$ cat src/design/pdf_token_framer_consts.svh
`ifndef PDF_TOKEN_FRAMER_CONSTS_SVH
`define PDF_TOKEN_FRAMER_CONSTS_SVH

// Register map of the software port
`define PDF_ADDR_FIFO      8'h43
`define PDF_ADDR_CTRL      8'h50
`define PDF_ADDR_STAT      8'h51

// Control register fields (bits 3:0 are the receive enables)
`define PDF_CTRL_EN_PRIME  0
`define PDF_CTRL_EN_DPRIME 1
`define PDF_CTRL_EN_PDBG   2
`define PDF_CTRL_EN_DPDBG  3
`define PDF_CTRL_TX_START  4
`define PDF_CTRL_TX_FLUSH  5
`define PDF_CTRL_RX_FLUSH  6
`define PDF_CTRL_RESET     4'h0

// Status register fields
`define PDF_STAT_TX_EMPTY  0
`define PDF_STAT_TX_FULL   1
`define PDF_STAT_RX_EMPTY  2
`define PDF_STAT_RX_FULL   3
`define PDF_STAT_TX_BUSY   4
`define PDF_STAT_DRV_ON    5
`define PDF_STAT_RX_OVF    6

// Transmit token codes
`define PDF_TOK_PACKED_TOP 3'h4
`define PDF_TOK_CRC        8'hff
`define PDF_TOK_EOP        8'h14
`define PDF_TOK_DRV_OFF    8'hfe
`define PDF_TOK_SYNC1      8'h12
`define PDF_TOK_SYNC2      8'h13
`define PDF_TOK_SYNC3      8'h1b
`define PDF_TOK_RST1       8'h15
`define PDF_TOK_RST2       8'h16
`define PDF_TOK_TXON       8'ha1
`define PDF_TOK_TXON_MASK  8'he1

// Receive type token top bits
`define PDF_RXT_SOP        3'h7
`define PDF_RXT_PRIME      3'h6
`define PDF_RXT_DPRIME     3'h5
`define PDF_RXT_PDBG       3'h4
`define PDF_RXT_DPDBG      3'h3

// Line symbols after 4b5b coding
`define PDF_K_SYNC1        5'h18
`define PDF_K_SYNC2        5'h11
`define PDF_K_SYNC3        5'h06
`define PDF_K_RST1         5'h07
`define PDF_K_RST2         5'h19
`define PDF_K_EOP          5'h0d
`define PDF_4B5B_TABLE     80'hef37abda727b96aad13e

// Packet checksum
`define PDF_CRC_INIT       32'hffffffff
`define PDF_CRC_POLY       32'hedb88320

// Queue geometry
`define PDF_QUEUE_WORDS    80
`define PDF_QUEUE_DEPTH    7'd80
`define PDF_QUEUE_LAST     7'd79

`endif

$ cat src/design/pdf_pkg.sv
package pdf_pkg;
`include "pdf_token_framer_consts.svh"

	// Transmit engine states
	typedef enum logic [4:0] {
		PDF_TX_IDLE   = 5'h01,
		PDF_TX_FETCH  = 5'h02,
		PDF_TX_DATA   = 5'h04,
		PDF_TX_NIB_HI = 5'h08,
		PDF_TX_CRC    = 5'h10
	} pdf_tx_state_t;

	// Start-of-packet kinds reported by the receiver
	typedef enum logic [2:0] {
		PDF_SOP_PLAIN  = 3'h0,
		PDF_SOP_PRIME  = 3'h1,
		PDF_SOP_DPRIME = 3'h2,
		PDF_SOP_PDBG   = 3'h3,
		PDF_SOP_DPDBG  = 3'h4
	} pdf_sop_kind_t;

	// Byte queue state
	typedef struct packed {
		logic [`PDF_QUEUE_WORDS-1:0][7:0] mem;
		logic [6:0]                       wr_ptr;
		logic [6:0]                       rd_ptr;
		logic [6:0]                       count;
	} pdf_queue_t;

	// Framer state
	typedef struct packed {
		pdf_tx_state_t tx_st;
		logic [4:0]    cnt;
		logic [3:0]    hi_nib;
		logic [2:0]    crc_nib;
		logic [31:0]   crc;
		logic [31:0]   crc_out;
		logic          sym_valid;
		logic [4:0]    sym_code;
		logic          drv_en;
		logic [3:0]    rx_en;
		logic          rx_act;
		logic          rx_ovf;
		logic [4:0]    wr_pend;
		logic [7:0]    rdata;
	} pdf_frm_t;
endpackage

$ cat src/design/pdf_queue_if.sv
`timescale 1ns/1ps
interface pdf_queue_if;
	logic       push;
	logic [7:0] wdata;
	logic       pop;
	logic       clear;
	logic [7:0] rdata;
	logic       empty;
	logic       full;
	logic [6:0] level;

	// Queue side
	modport queue (
		input  push, wdata, pop, clear,
		output rdata, empty, full, level
	);

	// User side
	modport user (
		output push, wdata, pop, clear,
		input  rdata, empty, full, level
	);
endinterface

$ cat src/design/pdf_byte_queue.sv
`timescale 1ns/1ps
`include "pdf_token_framer_consts.svh"
module pdf_byte_queue
	import pdf_pkg::*;
(
	// Clock and reset
	input  wire logic  i_clk_sys,
	input  wire logic  i_sys_rst,
	// Queue port
	pdf_queue_if.queue q
);
	pdf_queue_t st;
	pdf_queue_t nx;

	// Head is shown ahead so a pop can use it in the same cycle
	assign q.rdata = st.mem[st.rd_ptr];
	assign q.empty = (st.count == 7'h00);
	assign q.full  = (st.count == `PDF_QUEUE_DEPTH);
	assign q.level = st.count;

	// Push is refused when full, so unread data is never overwritten
	always_comb begin
		nx = st;
		if (q.clear) begin
			nx.wr_ptr = 7'h00;
			nx.rd_ptr = 7'h00;
			nx.count  = 7'h00;
		end else begin
			if (q.push && !q.full) begin
				nx.mem[st.wr_ptr] = q.wdata;
				nx.wr_ptr = (st.wr_ptr == `PDF_QUEUE_LAST) ? 7'h00
					: st.wr_ptr + 7'h01;
			end
			if (q.pop && !q.empty) begin
				nx.rd_ptr = (st.rd_ptr == `PDF_QUEUE_LAST) ? 7'h00
					: st.rd_ptr + 7'h01;
			end
			nx.count = st.count + 7'((q.push && !q.full) ? 1 : 0)
				- 7'((q.pop && !q.empty) ? 1 : 0);
		end
	end

	// State register
	always_ff @(posedge i_clk_sys) begin
		if (i_sys_rst) begin
			st <= '0;
		end else begin
			st <= nx;
		end
	end
endmodule // pdf_byte_queue

$ cat src/design/pdf_token_framer.sv
`timescale 1ns/1ps
`include "pdf_token_framer_consts.svh"
// Function
// Top bits 100 mark a packed-data token; low five bits count bytes.
// Writer places exactly N data bytes right after the packed token.
// Writer keeps the packed byte count within 2 to 30.
// Each data byte goes out low nibble first, both 4b5b coded.
// Token 0xFF inserts the hardware CRC of the packet.
// Token 0x14 sends the end-of-packet symbol.
// Token 0xFE switches the transmit line driver off.
// Writer should place driver-off right after end-of-packet.
// Receive queue holds 80 bytes: several packets with type tokens.
// Plain SOP packet opens with type token 111, low bits zero.
// SOP' packet opens with 110, stored only when enabled.
// SOP'' packet opens with 101, stored only when enabled.
// SOP' debug packet opens with 100, stored only when enabled.
// SOP'' debug packet opens with 011, stored only when enabled.
// Type codes 010, 001, 000 are reserved; readers give them no meaning.
// One token at a time is taken and finished before the next.
// Register 43h pushes transmit bytes on write, pops receive on read.
// Tokens 0x12, 0x13, 0x1B send Sync-1, Sync-2, Sync-3.
// Reserved transmit bits are written zero; receive ones ignored.
// Bytes follow the type token in order; a full queue drops more.
module pdf_token_framer
	import pdf_pkg::*;
(
	// Clock and reset
	input  wire logic       i_clk_sys,
	input  wire logic       i_sys_rst,
	// Register port
	input  wire logic [7:0] i_addr,
	input  wire logic [7:0] i_wdata,
	input  wire logic       i_wr,
	input  wire logic       i_rd,
	output logic      [7:0] o_rdata,
	// Transmit symbol stream to the line coder
	input  wire logic       i_sym_ready,
	output logic            o_sym_valid,
	output logic      [4:0] o_sym_code,
	output logic            o_drv_en,
	// Decoded receive stream
	input  wire logic       i_rx_sop_valid,
	input  wire logic [2:0] i_rx_sop_kind,
	input  wire logic       i_rx_byte_valid,
	input  wire logic [7:0] i_rx_byte,
	input  wire logic       i_rx_end
);
	pdf_frm_t    st;
	pdf_frm_t    nx;
	pdf_queue_if tx_q ();
	pdf_queue_if rx_q ();

	logic       tx_push;
	logic       tx_pop;
	logic       tx_clear;
	logic       rx_push;
	logic       rx_pop;
	logic       rx_clear;
	logic [7:0] rx_wdata;
	logic       start;
	logic       free;
	logic       emit;
	logic [4:0] emit_code;
	logic       rx_ok;
	logic [2:0] rx_top;
	logic [7:0] tok;

	// Both queues share one structure; the receive one is the 80-byte store
	pdf_byte_queue u_tx_queue (
		.i_clk_sys (i_clk_sys),
		.i_sys_rst (i_sys_rst),
		.q         (tx_q.queue)
	);

	// 80-byte store
	pdf_byte_queue u_rx_queue (
		.i_clk_sys (i_clk_sys),
		.i_sys_rst (i_sys_rst),
		.q         (rx_q.queue)
	);

	// Queue hookups
	assign tx_q.push  = tx_push;
	assign tx_q.wdata = i_wdata;
	assign tx_q.pop   = tx_pop;
	assign tx_q.clear = tx_clear;
	assign rx_q.push  = rx_push;
	assign rx_q.wdata = rx_wdata;
	assign rx_q.pop   = rx_pop;
	assign rx_q.clear = rx_clear;

	// Outputs are all taken from the state register
	assign o_rdata     = st.rdata;
	assign o_sym_valid = st.sym_valid;
	assign o_sym_code  = st.sym_code;
	assign o_drv_en    = st.drv_en;

	// 4b5b coding of one nibble
	function automatic logic [4:0] enc4b5b(input logic [3:0] n);
		logic [79:0] tbl;
		tbl = `PDF_4B5B_TABLE;
		return 5'(tbl >> (5 * n));
	endfunction

	// Reflected CRC-32 update over one byte, least significant bit first
	function automatic logic [31:0] crc_byte(input logic [31:0] c,
		input logic [7:0] b);
		logic [31:0] r;
		r = c;
		for (int i = 0; i < 8; i++) begin
			if (r[0] ^ b[i]) begin
				r = (r >> 1) ^ `PDF_CRC_POLY;
			end else begin
				r = r >> 1;
			end
		end
		return r;
	endfunction

	// Receive type lookup; unknown kinds are never stored
	always_comb begin
		rx_ok  = 1'b0;
		rx_top = `PDF_RXT_SOP;
		case (i_rx_sop_kind)
			// plain packets pass without any enable
			PDF_SOP_PLAIN: begin
				rx_ok  = 1'b1;
				rx_top = `PDF_RXT_SOP;
			end
			// gated by enable
			PDF_SOP_PRIME: begin
				rx_ok  = st.rx_en[`PDF_CTRL_EN_PRIME];
				rx_top = `PDF_RXT_PRIME;
			end
			// gated by enable
			PDF_SOP_DPRIME: begin
				rx_ok  = st.rx_en[`PDF_CTRL_EN_DPRIME];
				rx_top = `PDF_RXT_DPRIME;
			end
			// gated by enable
			PDF_SOP_PDBG: begin
				rx_ok  = st.rx_en[`PDF_CTRL_EN_PDBG];
				rx_top = `PDF_RXT_PDBG;
			end
			// gated by enable
			PDF_SOP_DPDBG: begin
				rx_ok  = st.rx_en[`PDF_CTRL_EN_DPDBG];
				rx_top = `PDF_RXT_DPDBG;
			end
			// reserved codes are never produced
			default: begin
				rx_ok  = 1'b0;
				rx_top = `PDF_RXT_SOP;
			end
		endcase
	end

	// Register port, transmit engine and receive storage
	always_comb begin
		nx        = st;
		tx_push   = 1'b0;
		tx_pop    = 1'b0;
		tx_clear  = 1'b0;
		rx_push   = 1'b0;
		rx_pop    = 1'b0;
		rx_clear  = 1'b0;
		rx_wdata  = 8'h00;
		start     = 1'b0;
		emit      = 1'b0;
		emit_code = 5'h00;
		tok       = tx_q.rdata;
		nx.rdata  = 8'h00;

		// Writes; the start command is spotted only between packed runs,
		// otherwise a data byte that looks like it would start the engine
		if (i_wr) begin
			case (i_addr)
				// write pushes the transmit queue
				`PDF_ADDR_FIFO: begin
					if (st.wr_pend == 5'h00 && (i_wdata & `PDF_TOK_TXON_MASK)
						== `PDF_TOK_TXON) begin
						start = 1'b1;
					end else begin
						tx_push = 1'b1;
						if (st.wr_pend != 5'h00) begin
							nx.wr_pend = st.wr_pend - 5'h01;
						end else if (i_wdata[7:5] == `PDF_TOK_PACKED_TOP) begin
							nx.wr_pend = i_wdata[4:0];
						end
					end
				end
				`PDF_ADDR_CTRL: begin
					nx.rx_en = i_wdata[3:0];
					start    = i_wdata[`PDF_CTRL_TX_START];
					tx_clear = i_wdata[`PDF_CTRL_TX_FLUSH];
					rx_clear = i_wdata[`PDF_CTRL_RX_FLUSH];
					if (tx_clear) begin
						nx.wr_pend = 5'h00;
					end
				end
				`PDF_ADDR_STAT: begin
					if (i_wdata[`PDF_STAT_RX_OVF]) begin
						nx.rx_ovf = 1'b0;
					end
				end
				default: begin
					nx.wr_pend = nx.wr_pend;
				end
			endcase
		end

		// Reads answer in the next cycle; unmapped reads give zero
		if (i_rd) begin
			case (i_addr)
				// read pops the receive queue
				`PDF_ADDR_FIFO: begin
					nx.rdata = rx_q.empty ? 8'h00 : rx_q.rdata;
					rx_pop   = 1'b1;
				end
				`PDF_ADDR_CTRL: nx.rdata = {4'h0, st.rx_en};
				`PDF_ADDR_STAT: nx.rdata = {1'b0, st.rx_ovf, st.drv_en,
					st.tx_st != PDF_TX_IDLE, rx_q.full, rx_q.empty,
					tx_q.full, tx_q.empty};
				default: nx.rdata = 8'h00;
			endcase
		end

		// Output slot frees when empty or being taken by the line coder
		free = !st.sym_valid || i_sym_ready;
		if (st.sym_valid && i_sym_ready) begin
			nx.sym_valid = 1'b0;
		end

		case (st.tx_st)
			PDF_TX_IDLE: begin
				if (start) begin
					nx.drv_en = 1'b1;
					nx.crc    = `PDF_CRC_INIT;
					nx.tx_st  = PDF_TX_FETCH;
				end
			end
			// next token only once the slot is free
			PDF_TX_FETCH: begin
				if (!tx_q.empty && free) begin
					// packed-data token
					if (tok[7:5] == `PDF_TOK_PACKED_TOP) begin
						tx_pop = 1'b1;
						nx.cnt = tok[4:0];
						if (tok[4:0] != 5'h00) begin
							nx.tx_st = PDF_TX_DATA;
						end
					end else begin
						case (tok)
							// freeze and send the checksum
							`PDF_TOK_CRC: begin
								tx_pop     = 1'b1;
								nx.crc_out = ~st.crc;
								nx.crc_nib = 3'h0;
								nx.tx_st   = PDF_TX_CRC;
							end
							// sync symbols open a packet
							`PDF_TOK_SYNC1: begin
								tx_pop    = 1'b1;
								emit      = 1'b1;
								emit_code = `PDF_K_SYNC1;
								nx.crc    = `PDF_CRC_INIT;
							end
							`PDF_TOK_SYNC2: begin
								tx_pop    = 1'b1;
								emit      = 1'b1;
								emit_code = `PDF_K_SYNC2;
								nx.crc    = `PDF_CRC_INIT;
							end
							`PDF_TOK_SYNC3: begin
								tx_pop    = 1'b1;
								emit      = 1'b1;
								emit_code = `PDF_K_SYNC3;
								nx.crc    = `PDF_CRC_INIT;
							end
							`PDF_TOK_RST1: begin
								tx_pop    = 1'b1;
								emit      = 1'b1;
								emit_code = `PDF_K_RST1;
							end
							`PDF_TOK_RST2: begin
								tx_pop    = 1'b1;
								emit      = 1'b1;
								emit_code = `PDF_K_RST2;
							end
							// end-of-packet symbol
							`PDF_TOK_EOP: begin
								tx_pop    = 1'b1;
								emit      = 1'b1;
								emit_code = `PDF_K_EOP;
							end
							// driver off once the last symbol has left
							`PDF_TOK_DRV_OFF: begin
								if (!st.sym_valid) begin
									tx_pop    = 1'b1;
									nx.drv_en = 1'b0;
									nx.tx_st  = PDF_TX_IDLE;
								end
							end
							// Unknown tokens are consumed and ignored
							default: tx_pop = 1'b1;
						endcase
					end
				end
			end
			// waits for the data byte the writer owes
			PDF_TX_DATA: begin
				if (!tx_q.empty && free) begin
					tx_pop    = 1'b1;
					nx.crc    = crc_byte(st.crc, tok);
					nx.hi_nib = tok[7:4];
					// low nibble first
					emit      = 1'b1;
					emit_code = enc4b5b(tok[3:0]);
					nx.tx_st  = PDF_TX_NIB_HI;
				end
			end
			PDF_TX_NIB_HI: begin
				if (free) begin
					// then the high nibble
					emit      = 1'b1;
					emit_code = enc4b5b(st.hi_nib);
					nx.cnt    = st.cnt - 5'h01;
					nx.tx_st  = (st.cnt == 5'h01) ? PDF_TX_FETCH : PDF_TX_DATA;
				end
			end
			// eight coded nibbles, low first
			PDF_TX_CRC: begin
				if (free) begin
					emit       = 1'b1;
					emit_code  = enc4b5b(st.crc_out[{st.crc_nib, 2'b00} +: 4]);
					nx.crc_nib = st.crc_nib + 3'h1;
					if (st.crc_nib == 3'h7) begin
						nx.tx_st = PDF_TX_FETCH;
					end
				end
			end
			default: nx.tx_st = PDF_TX_IDLE;
		endcase

		if (emit) begin
			nx.sym_valid = 1'b1;
			nx.sym_code  = emit_code;
		end

		// Flushing the transmit queue aborts the frame and drops the driver
		if (tx_clear) begin
			nx.tx_st     = PDF_TX_IDLE;
			nx.drv_en    = 1'b0;
			nx.sym_valid = 1'b0;
		end

		// Receive: type token first, then bytes in order; overflow is
		// sticky and its set wins over a same-cycle clear
		if (i_rx_sop_valid) begin
			nx.rx_act = rx_ok && !rx_q.full;
			if (rx_ok) begin
				if (rx_q.full) begin
					nx.rx_ovf = 1'b1;
				end else begin
					// unused low bits stored as zero
					rx_push  = 1'b1;
					rx_wdata = {rx_top, 5'h00};
				end
			end
		end else if (i_rx_byte_valid && st.rx_act) begin
			// full queue keeps unread data
			if (rx_q.full) begin
				nx.rx_ovf = 1'b1;
			end else begin
				rx_push  = 1'b1;
				rx_wdata = i_rx_byte;
			end
		end
		if (i_rx_end || rx_clear) begin
			nx.rx_act = 1'b0;
		end
	end

	// State register
	always_ff @(posedge i_clk_sys) begin
		if (i_sys_rst) begin
			st       <= '0;
			st.tx_st <= PDF_TX_IDLE;
		end else begin
			st <= nx;
		end
	end
endmodule // pdf_token_framer

$ cat config.mk
export PLATFORM = sky130hd
export DESIGN_NAME = pdf_token_framer
export DESIGN_NICKNAME = d
export VERILOG_FILES = /design/src/design/pdf_pkg.sv /design/src/design/pdf_queue_if.sv /design/src/design/pdf_byte_queue.sv /design/src/design/pdf_token_framer.sv
export VERILOG_INCLUDE_DIRS = /design/src /design/src/design
export SDC_FILE = /design/constraint.sdc
export NUM_CORES = 2
export LEC_CHECK = 0
export BUFFER_PORTS_ARGS = -buffer_cell sky130_fd_sc_hd__buf_2
export CORE_MARGIN = 2
export CORE_UTILIZATION = 46
export DETAILED_ROUTE_END_ITERATION = 7
export PLACE_DENSITY = 0.74
export SLEW_MARGIN = 25
export SYNTH_ARGS = -nofsm -noshare
export SYNTH_HDL_FRONTEND = slang
export SYNTH_HIERARCHICAL = 1
export SYNTH_SLANG_ARGS = --single-unit
$ cat constraint.sdc
create_clock -name i_clk_sys -period 4.5 [get_ports i_clk_sys]
set_clock_uncertainty 0.15 [all_clocks]
set_input_delay 0.225 -clock i_clk_sys [delete_from_list [all_inputs] [get_ports i_clk_sys]]
set_output_delay 0.225 -clock i_clk_sys [all_outputs]
set_load 0.02 [all_outputs]
==> results.yml <==
power_and_ir_drop:
  p_int_w: 0.0209
  pwr-share-clk: 0.429
  seqPwrFrac: 0.466
  p_leak_nw: 22.7
  powerDensity_nw_per_um2: 379
  p_switching_w: 0.00700
  p_sw_frac: 0.251
  p_comb_frac: 0.105
  ir_drop_v: 0.000407
critical_path:
  crit_end: "u_tx_queue/q.level[6]$_SDFF_PP0_"
  cp.depth: 28
  critPathMaxStageDelay_ns: 0.51
  reg2regPathDepth: 28
  worst-path-max-fanout: 8
  cp-end-kind: "register"
  required_ns: 5.01
  cp.buffers_inverters: 6
  cp.arrival_ns: 5.40
  startpoint_type: "register"
  rr_startpoint: "u_tx_queue/st[7]$_SDFFE_PP0P_"
  r2r_setup_slack_ns: -0.39
  path_class: "register to register"
  cp_top_family: "compound AO/OA/AOI/OAI gates"
  crit_path_start: "u_tx_queue/st[7]$_SDFFE_PP0P_"
  r2r-end: "u_tx_queue/q.level[6]$_SDFF_PP0_"
  worst_path_max_delay_cell: "mux4_2"
placement:
  gp_congestion: 0.937
  hpwl_mm: 123
  io_buffer_count: 49
  placed_area_sq_um: 67900
grt:
  grt_use_total: 0.266
  grt_start_max_net_pins: 249
  grt.overflow.total: 0
  grt_pass1_vias: 55800
  grt_pass1_wl_mm: 315
  antenna_found_initial: 6
synth:
  ys.warnings.count: 6
  postSynthAreaPerCell_sq_um: 8.55
  syn_area_sq_um: 65800
  syn_nets: 7757
  synthCells: 7692
sta:
  clock.fmax_ghz: 0.205
  setup_violations: 38
  min_period_ns: 4.89
  slew_viol_final: 0
  hold_viol_final: 0
  rsz0062_at_grt: "yes"
  tightest_slew_ns: 1.10
  tns_ns: -6.09
  worst_slack_ns: -0.390
  min_period_over_period: 1.09
  relSlewSlack: 0.266
worst_hold_path:
  min_path_type: "primary input to register"
  min_from: "i_wdata[6]"
floorplan:
  io-pin-count: 50
  die_h_um: 382
  dieWidth_um: 382
  coreArea_sq_um: 142000
  rows: 138
  initial_core_util: 0.464
  dieArea_sq_um: 146000
finish:
  multi_input_area_sq_um: 34300
  syn2layout_area_growth_pct: 12.0
  fillCellCount: 12400
  layout.nets: 7528
  drive_gt1_frac: 0.156
  fin_area_sq_um: 73700
  seqCellArea_sq_um: 28600
  final_core_util: 0.520
routing:
  ant_nets: 0
  post-route-drc-count: 0
  drtPass1Iterations: 8
  via_per_inst: 6.24
  drt_iter0_markers: 7862
  drt_wl_total_mm: 203
  vias: 59100
  routedWlPerCell_um: 21.4
outcome:
  outcome: "complete, but fails checks"
  violations: "setup timing"
cts:
  htree_levels: 4
  cts.sinks: 1429
  clk_pin_slew_ns: 0.06
  cts_tree: "done"
  cts_buffers: 143
  worst_skew_pair.late_latency_ns: 0.79
  cts.path.max_buffers: 3
  root_buffer: "clkbuf_16"
flow_run:
  maxCapViolCount: 0
-- registers in the layout, indices dropped and copies added, names as in the netlist --
name / cells
u_rx_queue/st: 654
o_drv_en: 1
o_sym_valid: 1
u_tx_queue/q.level: 7
o_sym_code: 5
o_rdata: 8
u_tx_queue/st: 654
st: 92
u_rx_queue/q.level: 7
-- power groups by stage --
| stage | clock [W] | sequential [W] | combinational [W] |
|---|---|---|---|
| global placement | 0 | 0.0133 | 0.00259 |
| finish | 0.0120 | 0.0130 | 0.00293 |
| floorplan | 0 | 0.0132 | 0.00198 |
| detailed placement | 0 | 0.0133 | 0.00264 |
| CTS | 0.0121 | 0.0130 | 0.00286 |
| global route | 0.0126 | 0.0130 | 0.00311 |
-- area by class of cell --
class / instances / share of cell area
Tap cell: 1890 / 0.0321
Sequential cell: 1429 / 0.389
Inverter: 52 / 0.00265
Antenna cell: 3 / 0.000102
Clock buffer: 209 / 0.0563
Clock inverter: 41 / 0.00664
Timing Repair Buffer: 382 / 0.0488
Multi-Input combinational cell: 5455 / 0.465
-- worst min-delay path by stage --
stage | to | cells after the start
floorplan | st[14]$_SDFFE_PP0P_ | 1
global placement | st[14]$_SDFFE_PP0P_ | 2
detailed placement | st[14]$_SDFFE_PP0P_ | 2
CTS | st[12]$_SDFFE_PP0P_ | 7
global route | u_tx_queue/st[179]$_SDFFE_PP0P_ | 4
finish | u_tx_queue/st[179]$_SDFFE_PP0P_ | 4
-- worst min-delay path, delay by kind of cell --
family	cells	cell delay [ns]
buffers and inverters	2	0.40
and+or+nand+nor	1	0.15
AOI/OAI and AO/OA	1	0.06
-- per-stage QoR --
step                      total power [W]  setup WS (ns)  hold WS, ns  std cells
after floorplan                    0.0152         -0.101        0.165       7692
after global placement             0.0159         -0.528        0.251       9141
after detailed placement           0.0159         -0.561        0.251       9141
after CTS                          0.0279         -0.297       0.0192       9444
after global routing               0.0287         -0.508       0.0236       9459
final                              0.0279         -0.390       0.0376       9461
-- timing repair --
item / CTS / global route
resized for setup: 31 / 57
gates cloned: 5 / 1
pin swaps: 19 / 27
hold endpoints to repair: 613 / 0
setup buffers: 16 / 15
setup endpoints to repair: 7 / 47
hold buffers: 33 / 0
-- layer usage --
layer  track usage  wire [um]  share of wire  vias up
met4        0.0976       6420          0.032        6
met5             0         31        0.00015        -
met2         0.422      94000           0.46     3389
li1              -          -              -    26600
met1         0.360      80400           0.40    28600
met3        0.0507      22000           0.11      471
-- layout by cell type, fill, tap and decap left out, types with 25 or more instances in the layout --
cell / count
nor2_1: 232
clkbuf_16: 147
a21oi_1: 1374
mux2i_1: 87
xnor2_1: 57
clkbuf_1: 37
buf_12: 40
buf_2: 40
xor2_1: 31
a22oi_1: 27
nor2_2: 80
nand2_1: 1421
ha_1: 25
nor2b_1: 49
inv_1: 47
dlygate4sd3_1: 33
nor3_1: 25
nand3_1: 35
nor2_4: 34
dfxtp_1: 1422
mux4_2: 341
o21ai_0: 1257
clkbuf_8: 26
buf_4: 243
No activity file was read; power rests on OpenSTA's default activity.
